File: src/core/mbx_pkg.sv
// Constants, operation codes and state types of the branch, table-read,
// miscellaneous and add execution unit.
// Assumes one system clock; an instruction cycle spans four of its edges.
package mbx_pkg;

  localparam int DATA_W  = 8;
  localparam int ROM_W   = 14;
  localparam int ROM_AW  = 11;
  localparam int PAGE_W  = 3;
  localparam int CNT_W   = 4;
  localparam int NCYC_W  = 2;

  // System clocks in one instruction cycle.
  localparam logic [CNT_W-1:0]  CLKS_PER_CYC = 4'h4;
  // Clocks trimmed from the busy count: the issue clock and the return clock.
  localparam logic [CNT_W-1:0]  BUSY_TRIM    = 4'h2;
  // Busy clock on which the program word is captured by a table read.
  localparam logic [CNT_W-1:0]  TBL_CAPTURE  = 4'h2;

  localparam logic [NCYC_W-1:0] CYC_ONE      = 2'h1;
  localparam logic [NCYC_W-1:0] CYC_TWO      = 2'h2;
  localparam logic [NCYC_W-1:0] CYC_NONE     = 2'h0;

  localparam logic [PAGE_W-1:0] LAST_PAGE    = 3'h7;
  localparam logic [DATA_W-1:0] BYTE_ZERO    = 8'h00;
  localparam logic [DATA_W-1:0] BYTE_ONES    = 8'hff;
  localparam logic [DATA_W-1:0] BYTE_ONE     = 8'h01;
  localparam int                NIB_W        = 4;
  localparam int                MSB          = 7;

  typedef enum logic [4:0] {
    OP_NOP, OP_JUMP, OP_CALL, OP_RETURN, OP_RETURN_IMM, OP_INT_RETURN,
    OP_SKIP_ZERO, OP_SKIP_ZERO_COPY, OP_SKIP_BIT_CLR, OP_SKIP_BIT_SET,
    OP_INC_SKIP, OP_DEC_SKIP, OP_INC_SKIP_W, OP_DEC_SKIP_W,
    OP_TABLE_READ, OP_TABLE_READ_LAST, OP_CLEAR, OP_SET,
    OP_WDOG_CLEAR, OP_WDOG_PRE1, OP_WDOG_PRE2, OP_SWAP, OP_SWAP_W,
    OP_HALT, OP_ADD_CARRY, OP_ADD_CARRY_MEM, OP_ADD, OP_ADD_IMM, OP_ADD_MEM
  } mbx_op_t;

  typedef enum logic [1:0] {ST_IDLE, ST_BUSY, ST_HALT} mbx_state_t;

endpackage

File: src/core/mbx_exec.sv
// Execution unit for branch, skip, table read, miscellaneous and add operations.
// Assumes a fetch/decode stage on MCLK presenting one operation with ISSUE
// while READY is high, a data memory read port and a program memory read port.
`timescale 1ns/1ps
`default_nettype none

module mbx_exec (
  // Clock and reset.
  input  wire logic                          MCLK,
  input  wire logic                          RESETN,
  // Operation issue.
  input  wire logic                          ISSUE,
  input  wire mbx_pkg::mbx_op_t              OPCODE,
  input  wire logic [mbx_pkg::DATA_W-1:0]    IMM,
  input  wire logic [2:0]                    BIT_SEL,
  input  wire logic                          DEST_PCL,
  input  wire logic                          TBL_HIGH_OPT,
  // Data memory and pointers.
  input  wire logic [mbx_pkg::DATA_W-1:0]    MEM_RDATA,
  input  wire logic [mbx_pkg::DATA_W-1:0]    TABLE_POINTER_LOW,
  input  wire logic [mbx_pkg::PAGE_W-1:0]    TABLE_POINTER_HIGH,
  input  wire logic [mbx_pkg::PAGE_W-1:0]    PC_PAGE,
  input  wire logic [mbx_pkg::ROM_W-1:0]     ROM_DATA,
  // Watchdog and wake events.
  input  wire logic                          WDT_TIMEOUT,
  input  wire logic                          WAKE,
  // Sequencing outputs.
  output logic                               READY,
  output logic                               SKIP,
  output logic                               PC_LOAD,
  output logic                               STACK_PUSH,
  output logic                               STACK_POP,
  output logic                               INT_RETURN,
  output logic                               HALTED,
  output logic                               WATCHDOG_CLEAR,
  // Memory outputs.
  output logic                               ROM_RD,
  output logic [mbx_pkg::ROM_AW-1:0]         ROM_ADDR,
  output logic                               MEM_WE,
  output logic [mbx_pkg::DATA_W-1:0]         MEM_WDATA,
  output logic [mbx_pkg::ROM_W-mbx_pkg::DATA_W-1:0] TABLE_HIGH_LATCH,
  // Working register and flags.
  output logic [mbx_pkg::DATA_W-1:0]         WORKING_REGISTER,
  output logic                               CARRY_FLAG,
  output logic                               HALF_CARRY_FLAG,
  output logic                               ZERO_FLAG,
  output logic                               OVERFLOW_FLAG,
  output logic                               TIMEOUT_FLAG,
  output logic                               POWERDOWN_FLAG
);

  localparam int HI_W = mbx_pkg::ROM_W - mbx_pkg::DATA_W;

  // Eight-bit add returning overflow, half carry, carry and sum.
  function automatic logic [mbx_pkg::DATA_W+2:0] add8(
    input logic [mbx_pkg::DATA_W-1:0] a,
    input logic [mbx_pkg::DATA_W-1:0] b,
    input logic                       cin
  );
    logic [mbx_pkg::NIB_W:0]   lo;
    logic [mbx_pkg::DATA_W-1:0] s7;
    logic [mbx_pkg::DATA_W:0]  full;
    lo   = {1'b0, a[mbx_pkg::NIB_W-1:0]} + {1'b0, b[mbx_pkg::NIB_W-1:0]} + {4'h0, cin};
    s7   = {1'b0, a[mbx_pkg::MSB-1:0]} + {1'b0, b[mbx_pkg::MSB-1:0]} + {7'h00, cin};
    full = {1'b0, a} + {1'b0, b} + {8'h00, cin};
    add8 = {full[mbx_pkg::DATA_W] ^ s7[mbx_pkg::MSB], lo[mbx_pkg::NIB_W],
            full[mbx_pkg::DATA_W], full[mbx_pkg::DATA_W-1:0]};
  endfunction

  mbx_pkg::mbx_state_t               state_q, state_d;
  logic [mbx_pkg::CNT_W-1:0]         cnt_q, cnt_d, last_q, last_d;
  logic                              tbl_pend_q, tbl_pend_d, halt_pend_q, halt_pend_d;
  logic                              pre1_q, pre1_d, pre2_q, pre2_d;
  logic                              ready_q, ready_d, skip_q, skip_d, pcl_q, pcl_d;
  logic                              push_q, push_d, pop_q, pop_d, iret_q, iret_d;
  logic                              halted_q, halted_d, wclr_q, wclr_d;
  logic                              rom_rd_q, rom_rd_d, mem_we_q, mem_we_d;
  logic [mbx_pkg::ROM_AW-1:0]        rom_addr_q, rom_addr_d;
  logic [mbx_pkg::DATA_W-1:0]        wdata_q, wdata_d, acc_q, acc_d;
  logic [HI_W-1:0]                   table_high_latch_q, table_high_latch_d;
  logic                              c_q, c_d, hc_q, hc_d, z_q, z_d, ov_q, ov_d;
  logic                              to_q, to_d, pd_q, pd_d;
  logic [mbx_pkg::DATA_W+2:0]        sum;
  logic [mbx_pkg::DATA_W-1:0]        inc_v, dec_v, adj_v, swap_v;
  logic [mbx_pkg::NCYC_W-1:0]        ncyc;
  logic                              skip_now, pcl_pen;

  always_comb begin
    sum      = add8(acc_q, (OPCODE == mbx_pkg::OP_ADD_IMM) ? IMM : MEM_RDATA,
                    (OPCODE == mbx_pkg::OP_ADD_CARRY || OPCODE == mbx_pkg::OP_ADD_CARRY_MEM) & c_q);
    inc_v    = MEM_RDATA + mbx_pkg::BYTE_ONE;
    dec_v    = MEM_RDATA - mbx_pkg::BYTE_ONE;
    adj_v    = (OPCODE == mbx_pkg::OP_INC_SKIP || OPCODE == mbx_pkg::OP_INC_SKIP_W) ? inc_v : dec_v;
    swap_v   = {MEM_RDATA[mbx_pkg::NIB_W-1:0], MEM_RDATA[mbx_pkg::DATA_W-1:mbx_pkg::NIB_W]};
    ncyc     = mbx_pkg::CYC_ONE;
    skip_now = 1'b0;
    pcl_pen  = 1'b0;
    state_d = state_q;  cnt_d = cnt_q;  last_d = last_q;
    tbl_pend_d = tbl_pend_q;  halt_pend_d = halt_pend_q;
    pre1_d = pre1_q;  pre2_d = pre2_q;  ready_d = ready_q;  halted_d = halted_q;
    skip_d = 1'b0;  pcl_d = 1'b0;  push_d = 1'b0;  pop_d = 1'b0;  iret_d = 1'b0;
    wclr_d = 1'b0;  rom_rd_d = 1'b0;  mem_we_d = 1'b0;
    rom_addr_d = rom_addr_q;  wdata_d = wdata_q;  acc_d = acc_q;  table_high_latch_d = table_high_latch_q;
    c_d = c_q;  hc_d = hc_q;  z_d = z_q;  ov_d = ov_q;  to_d = to_q;  pd_d = pd_q;
    unique case (state_q)
      mbx_pkg::ST_IDLE: begin
        if (ISSUE) begin
          unique case (OPCODE)
            mbx_pkg::OP_NOP: begin
            end
            mbx_pkg::OP_JUMP, mbx_pkg::OP_CALL, mbx_pkg::OP_RETURN,
            mbx_pkg::OP_RETURN_IMM, mbx_pkg::OP_INT_RETURN: begin
              ncyc   = mbx_pkg::CYC_TWO;
              pcl_d  = 1'b1;
              push_d = (OPCODE == mbx_pkg::OP_CALL);
              pop_d  = (OPCODE != mbx_pkg::OP_JUMP) && (OPCODE != mbx_pkg::OP_CALL);
              iret_d = (OPCODE == mbx_pkg::OP_INT_RETURN);
              if (OPCODE == mbx_pkg::OP_RETURN_IMM) begin
                acc_d = IMM;
              end
            end
            mbx_pkg::OP_SKIP_ZERO, mbx_pkg::OP_SKIP_ZERO_COPY: begin
              skip_now = (MEM_RDATA == mbx_pkg::BYTE_ZERO);
              if (OPCODE == mbx_pkg::OP_SKIP_ZERO_COPY) begin
                acc_d = MEM_RDATA;
              end
            end
            mbx_pkg::OP_SKIP_BIT_CLR: begin
              skip_now = ~MEM_RDATA[BIT_SEL];
            end
            mbx_pkg::OP_SKIP_BIT_SET: begin
              skip_now = MEM_RDATA[BIT_SEL];
            end
            mbx_pkg::OP_INC_SKIP, mbx_pkg::OP_DEC_SKIP: begin
              skip_now = (adj_v == mbx_pkg::BYTE_ZERO);
              mem_we_d = 1'b1;
              wdata_d  = adj_v;
              pcl_pen  = DEST_PCL;
            end
            mbx_pkg::OP_INC_SKIP_W, mbx_pkg::OP_DEC_SKIP_W: begin
              skip_now = (adj_v == mbx_pkg::BYTE_ZERO);
              acc_d    = adj_v;
            end
            mbx_pkg::OP_TABLE_READ, mbx_pkg::OP_TABLE_READ_LAST: begin
              ncyc       = mbx_pkg::CYC_TWO;
              pcl_pen    = DEST_PCL;
              rom_rd_d   = 1'b1;
              tbl_pend_d = 1'b1;
              if (OPCODE == mbx_pkg::OP_TABLE_READ_LAST) begin
                rom_addr_d = {mbx_pkg::LAST_PAGE, TABLE_POINTER_LOW};
              end else if (TBL_HIGH_OPT) begin
                rom_addr_d = {TABLE_POINTER_HIGH, TABLE_POINTER_LOW};
              end else begin
                rom_addr_d = {PC_PAGE, TABLE_POINTER_LOW};
              end
            end
            mbx_pkg::OP_CLEAR, mbx_pkg::OP_SET: begin
              mem_we_d = 1'b1;
              wdata_d  = (OPCODE == mbx_pkg::OP_SET) ? mbx_pkg::BYTE_ONES : mbx_pkg::BYTE_ZERO;
              pcl_pen  = DEST_PCL;
            end
            mbx_pkg::OP_WDOG_CLEAR: begin
              wclr_d = 1'b1;
              to_d   = 1'b0;
              pd_d   = 1'b0;
            end
            mbx_pkg::OP_WDOG_PRE1, mbx_pkg::OP_WDOG_PRE2: begin
              if ((OPCODE == mbx_pkg::OP_WDOG_PRE1) ? pre2_q : pre1_q) begin
                wclr_d = 1'b1;
                to_d   = 1'b0;
                pd_d   = 1'b0;
                pre1_d = 1'b0;
                pre2_d = 1'b0;
              end else begin
                pre1_d = pre1_q | (OPCODE == mbx_pkg::OP_WDOG_PRE1);
                pre2_d = pre2_q | (OPCODE == mbx_pkg::OP_WDOG_PRE2);
              end
            end
            mbx_pkg::OP_SWAP: begin
              mem_we_d = 1'b1;
              wdata_d  = swap_v;
              pcl_pen  = DEST_PCL;
            end
            mbx_pkg::OP_SWAP_W: begin
              acc_d = swap_v;
            end
            mbx_pkg::OP_HALT: begin
              halt_pend_d = 1'b1;
              wclr_d      = 1'b1;
              to_d        = 1'b0;
              pd_d        = 1'b1;
            end
            mbx_pkg::OP_ADD_CARRY, mbx_pkg::OP_ADD, mbx_pkg::OP_ADD_IMM: begin
              acc_d = sum[mbx_pkg::DATA_W-1:0];
              {ov_d, hc_d, c_d} = sum[mbx_pkg::DATA_W+2:mbx_pkg::DATA_W];
              z_d   = (sum[mbx_pkg::DATA_W-1:0] == mbx_pkg::BYTE_ZERO);
            end
            mbx_pkg::OP_ADD_CARRY_MEM, mbx_pkg::OP_ADD_MEM: begin
              mem_we_d = 1'b1;
              wdata_d  = sum[mbx_pkg::DATA_W-1:0];
              {ov_d, hc_d, c_d} = sum[mbx_pkg::DATA_W+2:mbx_pkg::DATA_W];
              z_d      = (sum[mbx_pkg::DATA_W-1:0] == mbx_pkg::BYTE_ZERO);
              pcl_pen  = DEST_PCL;
            end
            default: begin
            end
          endcase
          skip_d  = skip_now;
          ncyc    = ncyc + {1'b0, pcl_pen} + {1'b0, skip_now};
          last_d  = ({2'h0, ncyc} * mbx_pkg::CLKS_PER_CYC) - mbx_pkg::BUSY_TRIM;
          cnt_d   = '0;
          ready_d = 1'b0;
          state_d = mbx_pkg::ST_BUSY;
        end
      end
      mbx_pkg::ST_BUSY: begin
        cnt_d = cnt_q + 1'b1;
        if (tbl_pend_q && cnt_q == mbx_pkg::TBL_CAPTURE) begin
          mem_we_d   = 1'b1;
          wdata_d    = ROM_DATA[mbx_pkg::DATA_W-1:0];
          table_high_latch_d     = ROM_DATA[mbx_pkg::ROM_W-1:mbx_pkg::DATA_W];
          tbl_pend_d = 1'b0;
        end
        if (cnt_q == last_q) begin
          halt_pend_d = 1'b0;
          if (halt_pend_q) begin
            halted_d = 1'b1;
            state_d  = mbx_pkg::ST_HALT;
          end else begin
            ready_d = 1'b1;
            state_d = mbx_pkg::ST_IDLE;
          end
        end
      end
      mbx_pkg::ST_HALT: begin
        if (WAKE) begin
          halted_d = 1'b0;
          ready_d  = 1'b1;
          state_d  = mbx_pkg::ST_IDLE;
        end
      end
      default: begin
        state_d = mbx_pkg::ST_IDLE;
        ready_d = 1'b1;
      end
    endcase
    if (WDT_TIMEOUT) begin
      to_d = 1'b1;
    end
  end

  always_ff @(posedge MCLK or negedge RESETN) begin
    if (!RESETN) begin
      state_q <= mbx_pkg::ST_IDLE;  cnt_q <= '0;  last_q <= '0;
      tbl_pend_q <= 1'b0;  halt_pend_q <= 1'b0;  pre1_q <= 1'b0;  pre2_q <= 1'b0;
      ready_q <= 1'b1;  skip_q <= 1'b0;  pcl_q <= 1'b0;  push_q <= 1'b0;
      pop_q <= 1'b0;  iret_q <= 1'b0;  halted_q <= 1'b0;  wclr_q <= 1'b0;
      rom_rd_q <= 1'b0;  mem_we_q <= 1'b0;  rom_addr_q <= '0;  wdata_q <= '0;
      acc_q <= '0;  table_high_latch_q <= '0;  c_q <= 1'b0;  hc_q <= 1'b0;  z_q <= 1'b0;
      ov_q <= 1'b0;  to_q <= 1'b0;  pd_q <= 1'b0;
    end else begin
      state_q <= state_d;  cnt_q <= cnt_d;  last_q <= last_d;
      tbl_pend_q <= tbl_pend_d;  halt_pend_q <= halt_pend_d;  pre1_q <= pre1_d;
      pre2_q <= pre2_d;  ready_q <= ready_d;  skip_q <= skip_d;  pcl_q <= pcl_d;
      push_q <= push_d;  pop_q <= pop_d;  iret_q <= iret_d;  halted_q <= halted_d;
      wclr_q <= wclr_d;  rom_rd_q <= rom_rd_d;  mem_we_q <= mem_we_d;
      rom_addr_q <= rom_addr_d;  wdata_q <= wdata_d;  acc_q <= acc_d;
      table_high_latch_q <= table_high_latch_d;  c_q <= c_d;  hc_q <= hc_d;  z_q <= z_d;  ov_q <= ov_d;
      to_q <= to_d;  pd_q <= pd_d;
    end
  end

  assign READY            = ready_q;
  assign SKIP             = skip_q;
  assign PC_LOAD          = pcl_q;
  assign STACK_PUSH       = push_q;
  assign STACK_POP        = pop_q;
  assign INT_RETURN       = iret_q;
  assign HALTED           = halted_q;
  assign WATCHDOG_CLEAR   = wclr_q;
  assign ROM_RD           = rom_rd_q;
  assign ROM_ADDR         = rom_addr_q;
  assign MEM_WE           = mem_we_q;
  assign MEM_WDATA        = wdata_q;
  assign TABLE_HIGH_LATCH = table_high_latch_q;
  assign WORKING_REGISTER = acc_q;
  assign CARRY_FLAG       = c_q;
  assign HALF_CARRY_FLAG  = hc_q;
  assign ZERO_FLAG        = z_q;
  assign OVERFLOW_FLAG    = ov_q;
  assign TIMEOUT_FLAG     = to_q;
  assign POWERDOWN_FLAG   = pd_q;

endmodule

`default_nettype wire

File: config.mk
export PLATFORM = sky130hd
export DESIGN_NAME = mbx_exec
export DESIGN_NICKNAME = d
export VERILOG_FILES = /design/src/core/mbx_pkg.sv /design/src/core/mbx_exec.sv
export SDC_FILE = /design/constraint.sdc
export NUM_CORES = 1
export LEC_CHECK = 0
export BUFFER_PORTS_ARGS = -buffer_cell sky130_fd_sc_hd__buf_2
export CORE_MARGIN = 2
export CORE_UTILIZATION = 40
export DETAILED_ROUTE_END_ITERATION = 8
export PLACE_DENSITY = 0.75
export SYNTH_ARGS = -nofsm -noshare
export SYNTH_HDL_FRONTEND = slang
export SYNTH_SLANG_ARGS = --single-unit
File: constraint.sdc
create_clock -name MCLK -period 3.3 [get_ports MCLK]
set_clock_uncertainty 0.05 [all_clocks]
set_input_delay 0 -clock MCLK [delete_from_list [all_inputs] [get_ports MCLK]]
set_output_delay 0 -clock MCLK [all_outputs]
set_load 0.03 [all_outputs]
==> impl_metrics.toml <==
[status]
status = "finished, final reports clean"

[logic_synthesis]
ys.flop_type = "dfrtp_1"
synthesis.instances = 443
synthesis.nets = 516
synthesis.area_um2 = 4070
ys_ff_latch = 62
synthAdderAreaFrac_pct = 4.86
synth_xor_area_share_pct = 4.92
seq_area_frac_synth_pct = 38.1
synthArstFlopShare_pct = 100
ys_warn_count = 0
synth_mux_area_share_pct = 9.07
synth_compound_area_share_pct = 20.0
synth.distinct_cells = 61
synth-simple-area-share_pct = 18.6
synth.avg_cell_area_um2 = 9.19
synth_edf_count = 0
synth_top_family_by_area = "compound AO/OA/AOI/OAI gates"

[layout]
areaGrowthSynthToFinish_pct = 31.3
diodes = 0
final_common_cell = "buf_2"
final_cell_area_um2 = 5340
final_cell_mix = "buf_2, dfrtp_1, nor2_1"
stdcell_count = 720
fin_util_pct = 54.4
fin_nets = 655
drive_above_1_share_pct = 28.3

[place]
port_buffers = 107
dp_cells = 664
placed_cell_area_um2 = 4730
dp_slack_ns = 0.127
gp_congestion = 0.958
hpwl_um = 8760

[sta]
finalSetupTns_ns = 0
fin_crit_ns = 2.87
grt_setup_unrepaired = "false"
fin_crit_sh_pct = 86.8
fin_ws_ns = 0.434
relSlewSlack_pct = 37.3
hold_viol = 0
finalSetupViolCount = 0
fmax_mhz = 349
maxSlewViolCount = 0
tightest_slew_ns = 0.933

[detailed_routing]
drt_first_pass_iters = 6
drt_first_iter_violations = 323
remaining_drc_errors = 0
routed_via_density = 5.67
ant_nets = 0
route.top_layer_used = "met4"
via_count = 4082
post_drt_wl_per_cell_um = 17.2
met1Wirelength_um = 5450
totalWireLength_um = 12400
route.met2.wl_um = 5850
wl_met3_um = 752

[clock_network]
cts_tree = "done"
htreeDepth = 3
clock_path_buffers = 2
clkLatencyLatePin_ns = 0.36
clock_sinks = 62
clk_pin_slew_worst_paths_ns = 0.07
numCtsBuffers = 9
root_buffer = "clkbuf_8"

[hold_path]
worstHoldPathCells = 2
min_from = "OPCODE[4]"
hold_path.class = "input pin to register"
hold_end = "STACK_POP"

[setup_path]
worst-r2r-cell-count = 11
crit_start = "OPCODE[3]"
critPathBufInv = 2
crit_chain = "buf_2, nor2b_1, nand4_1, buf_4, mux2_2, ha_1, a21o_1, a21oi_1, o21ai_0, a31oi_1, xnor2_1, a221oi_1, o32ai_1"
crit_type = "input pin to register"
slowest_stage = "a221oi_1"
critical_path_arrival_ns = 3.04
reg2reg_slack_ns = 0.57
cpPeakStageDelay_ns = 0.36
worstPathRequired_ns = 3.47
endpoint_kind = "register"
startpoint_type = "input pin"
reg2reg_to = "MEM_WDATA[6]"
critical_path.top_delay_family = "compound AO/OA/AOI/OAI gates"
r2r_start = "CARRY_FLAG"
worst-path-max-fanout = 17

[flow_run]
max-cap-violations = 0

[global_route]
grt_pass1_wl_um = 19800
grt_max_degree = 36
grt_usage_pct = 22.6
grt.overflow.total = 0
antenna_found_initial = 0
grt_pass1_vias = 4022

[power_and_ir_drop]
peakVddDrop_mv = 0.271
leakagePower_nw = 2.43
power.density_nw_per_um2 = 738

[floorplanning]
chipHeight_um = 105
coreArea_um2 = 9820
initial_utilization_pct = 41.5
die_w_um = 105
io-pin-count = 108
core.rowCount = 36
dieArea_um2 = 11000
-- worst reg2reg max path, stage by stage (launching register included) --
cell and delay [ns]:
dfrtp_1 0.41, nand3_1 0.09, fa_1 0.20, inv_1 0.06, fa_1 0.44, a211oi_1 0.23, o21bai_1 0.11, a21oi_1 0.30
xnor2_1 0.18, a221o_1 0.32, o211ai_1 0.10, a31oi_1 0.11
-- layer usage --
layer,track usage [%],up-vias
li1,-,1901
met1,29.8,1988
met2,36.1,160
met3,4.37,33
met4,9.90,0
met5,0,-
-- layout make-up --
class,count,area (µm²)
Fill cell,914,4480
Multi-Input combinational cell,338,2340
Sequential cell,62,1550
Timing Repair Buffer,159,1030
Tap cell,133,166
Clock buffer,11,131
Clock inverter,5,83.8
Inverter,12,45.0
-- through the flow --
stage	power, mW	hold slack [ns]
floorplan	2.58	-0.346
global placement	3.07	0.0808
detailed placement	3.14	0.113
CTS	3.93	0.0129
global route	4.17	0.0655
finish	3.94	0.0385
-- worst max-delay path by stage --
stage	endpoint	slack, ns	cells after the start
final	MEM_WDATA[7]	0.43	13
after global routing	last_q[2]	0.27	13
after CTS	MEM_WDATA[7]	0.51	13
after detailed placement	MEM_WDATA[7]	0.13	13
after global placement	MEM_WDATA[7]	0.28	13
after floorplan	MEM_WDATA[6]	0.23	14
-- power by group --
group	switching, mW	internal [mW]	total (mW)	leakage, nW
registers	0.196	1.04	1.24	0.766
logic	1.25	0.698	1.95	1.57
clock network	0.334	0.427	0.762	0.0998
-- synth_stat cells, types with 9 or more instances --
master,count,area (µm²)
clkbuf_1,17,63.8
nand2b_1,11,68.8
mux2_2,24,270
a221oi_1,9,78.8
a21oi_1,26,130
inv_1,12,45.0
buf_2,9,45.0
nor2_1,50,188
nor2b_1,12,75.1
a31oi_1,11,68.8
nand2_1,26,97.6
xnor2_1,10,87.6
nand3_1,13,65.1
xor2_1,11,96.3
dfrtp_1,61,1530
ha_1,11,138
o21ai_0,21,105
-- cells by family (layout without fill, tap and decap cells) --
family                     count (synthesis)  after routing
AOI/OAI and AO/OA                        121            121
and+or+nand+nor                          150            150
DFF                                       62             62
adders and majority gates                 14             14
xor gates and xnor gates                  22             22
muxes                                     31             31
buffers and inverters                     43            187
-- registers in the layout, indices dropped and copies added, names as in the netlist, 2 cells and up --
signal            cells
MEM_WDATA             8
cnt_q                 4
WORKING_REGISTER      8
state_q               2
ROM_ADDR             11
TABLE_HIGH_LATCH      6
last_q                3
-- timing repair --
item,in CTS,in global routing
gates resized for setup,0,0
endpoints found under the hold margin,72,0
buffers inserted,0,0
hold buffers,40,0
Note: power is estimated with default switching activity, not from simulation.
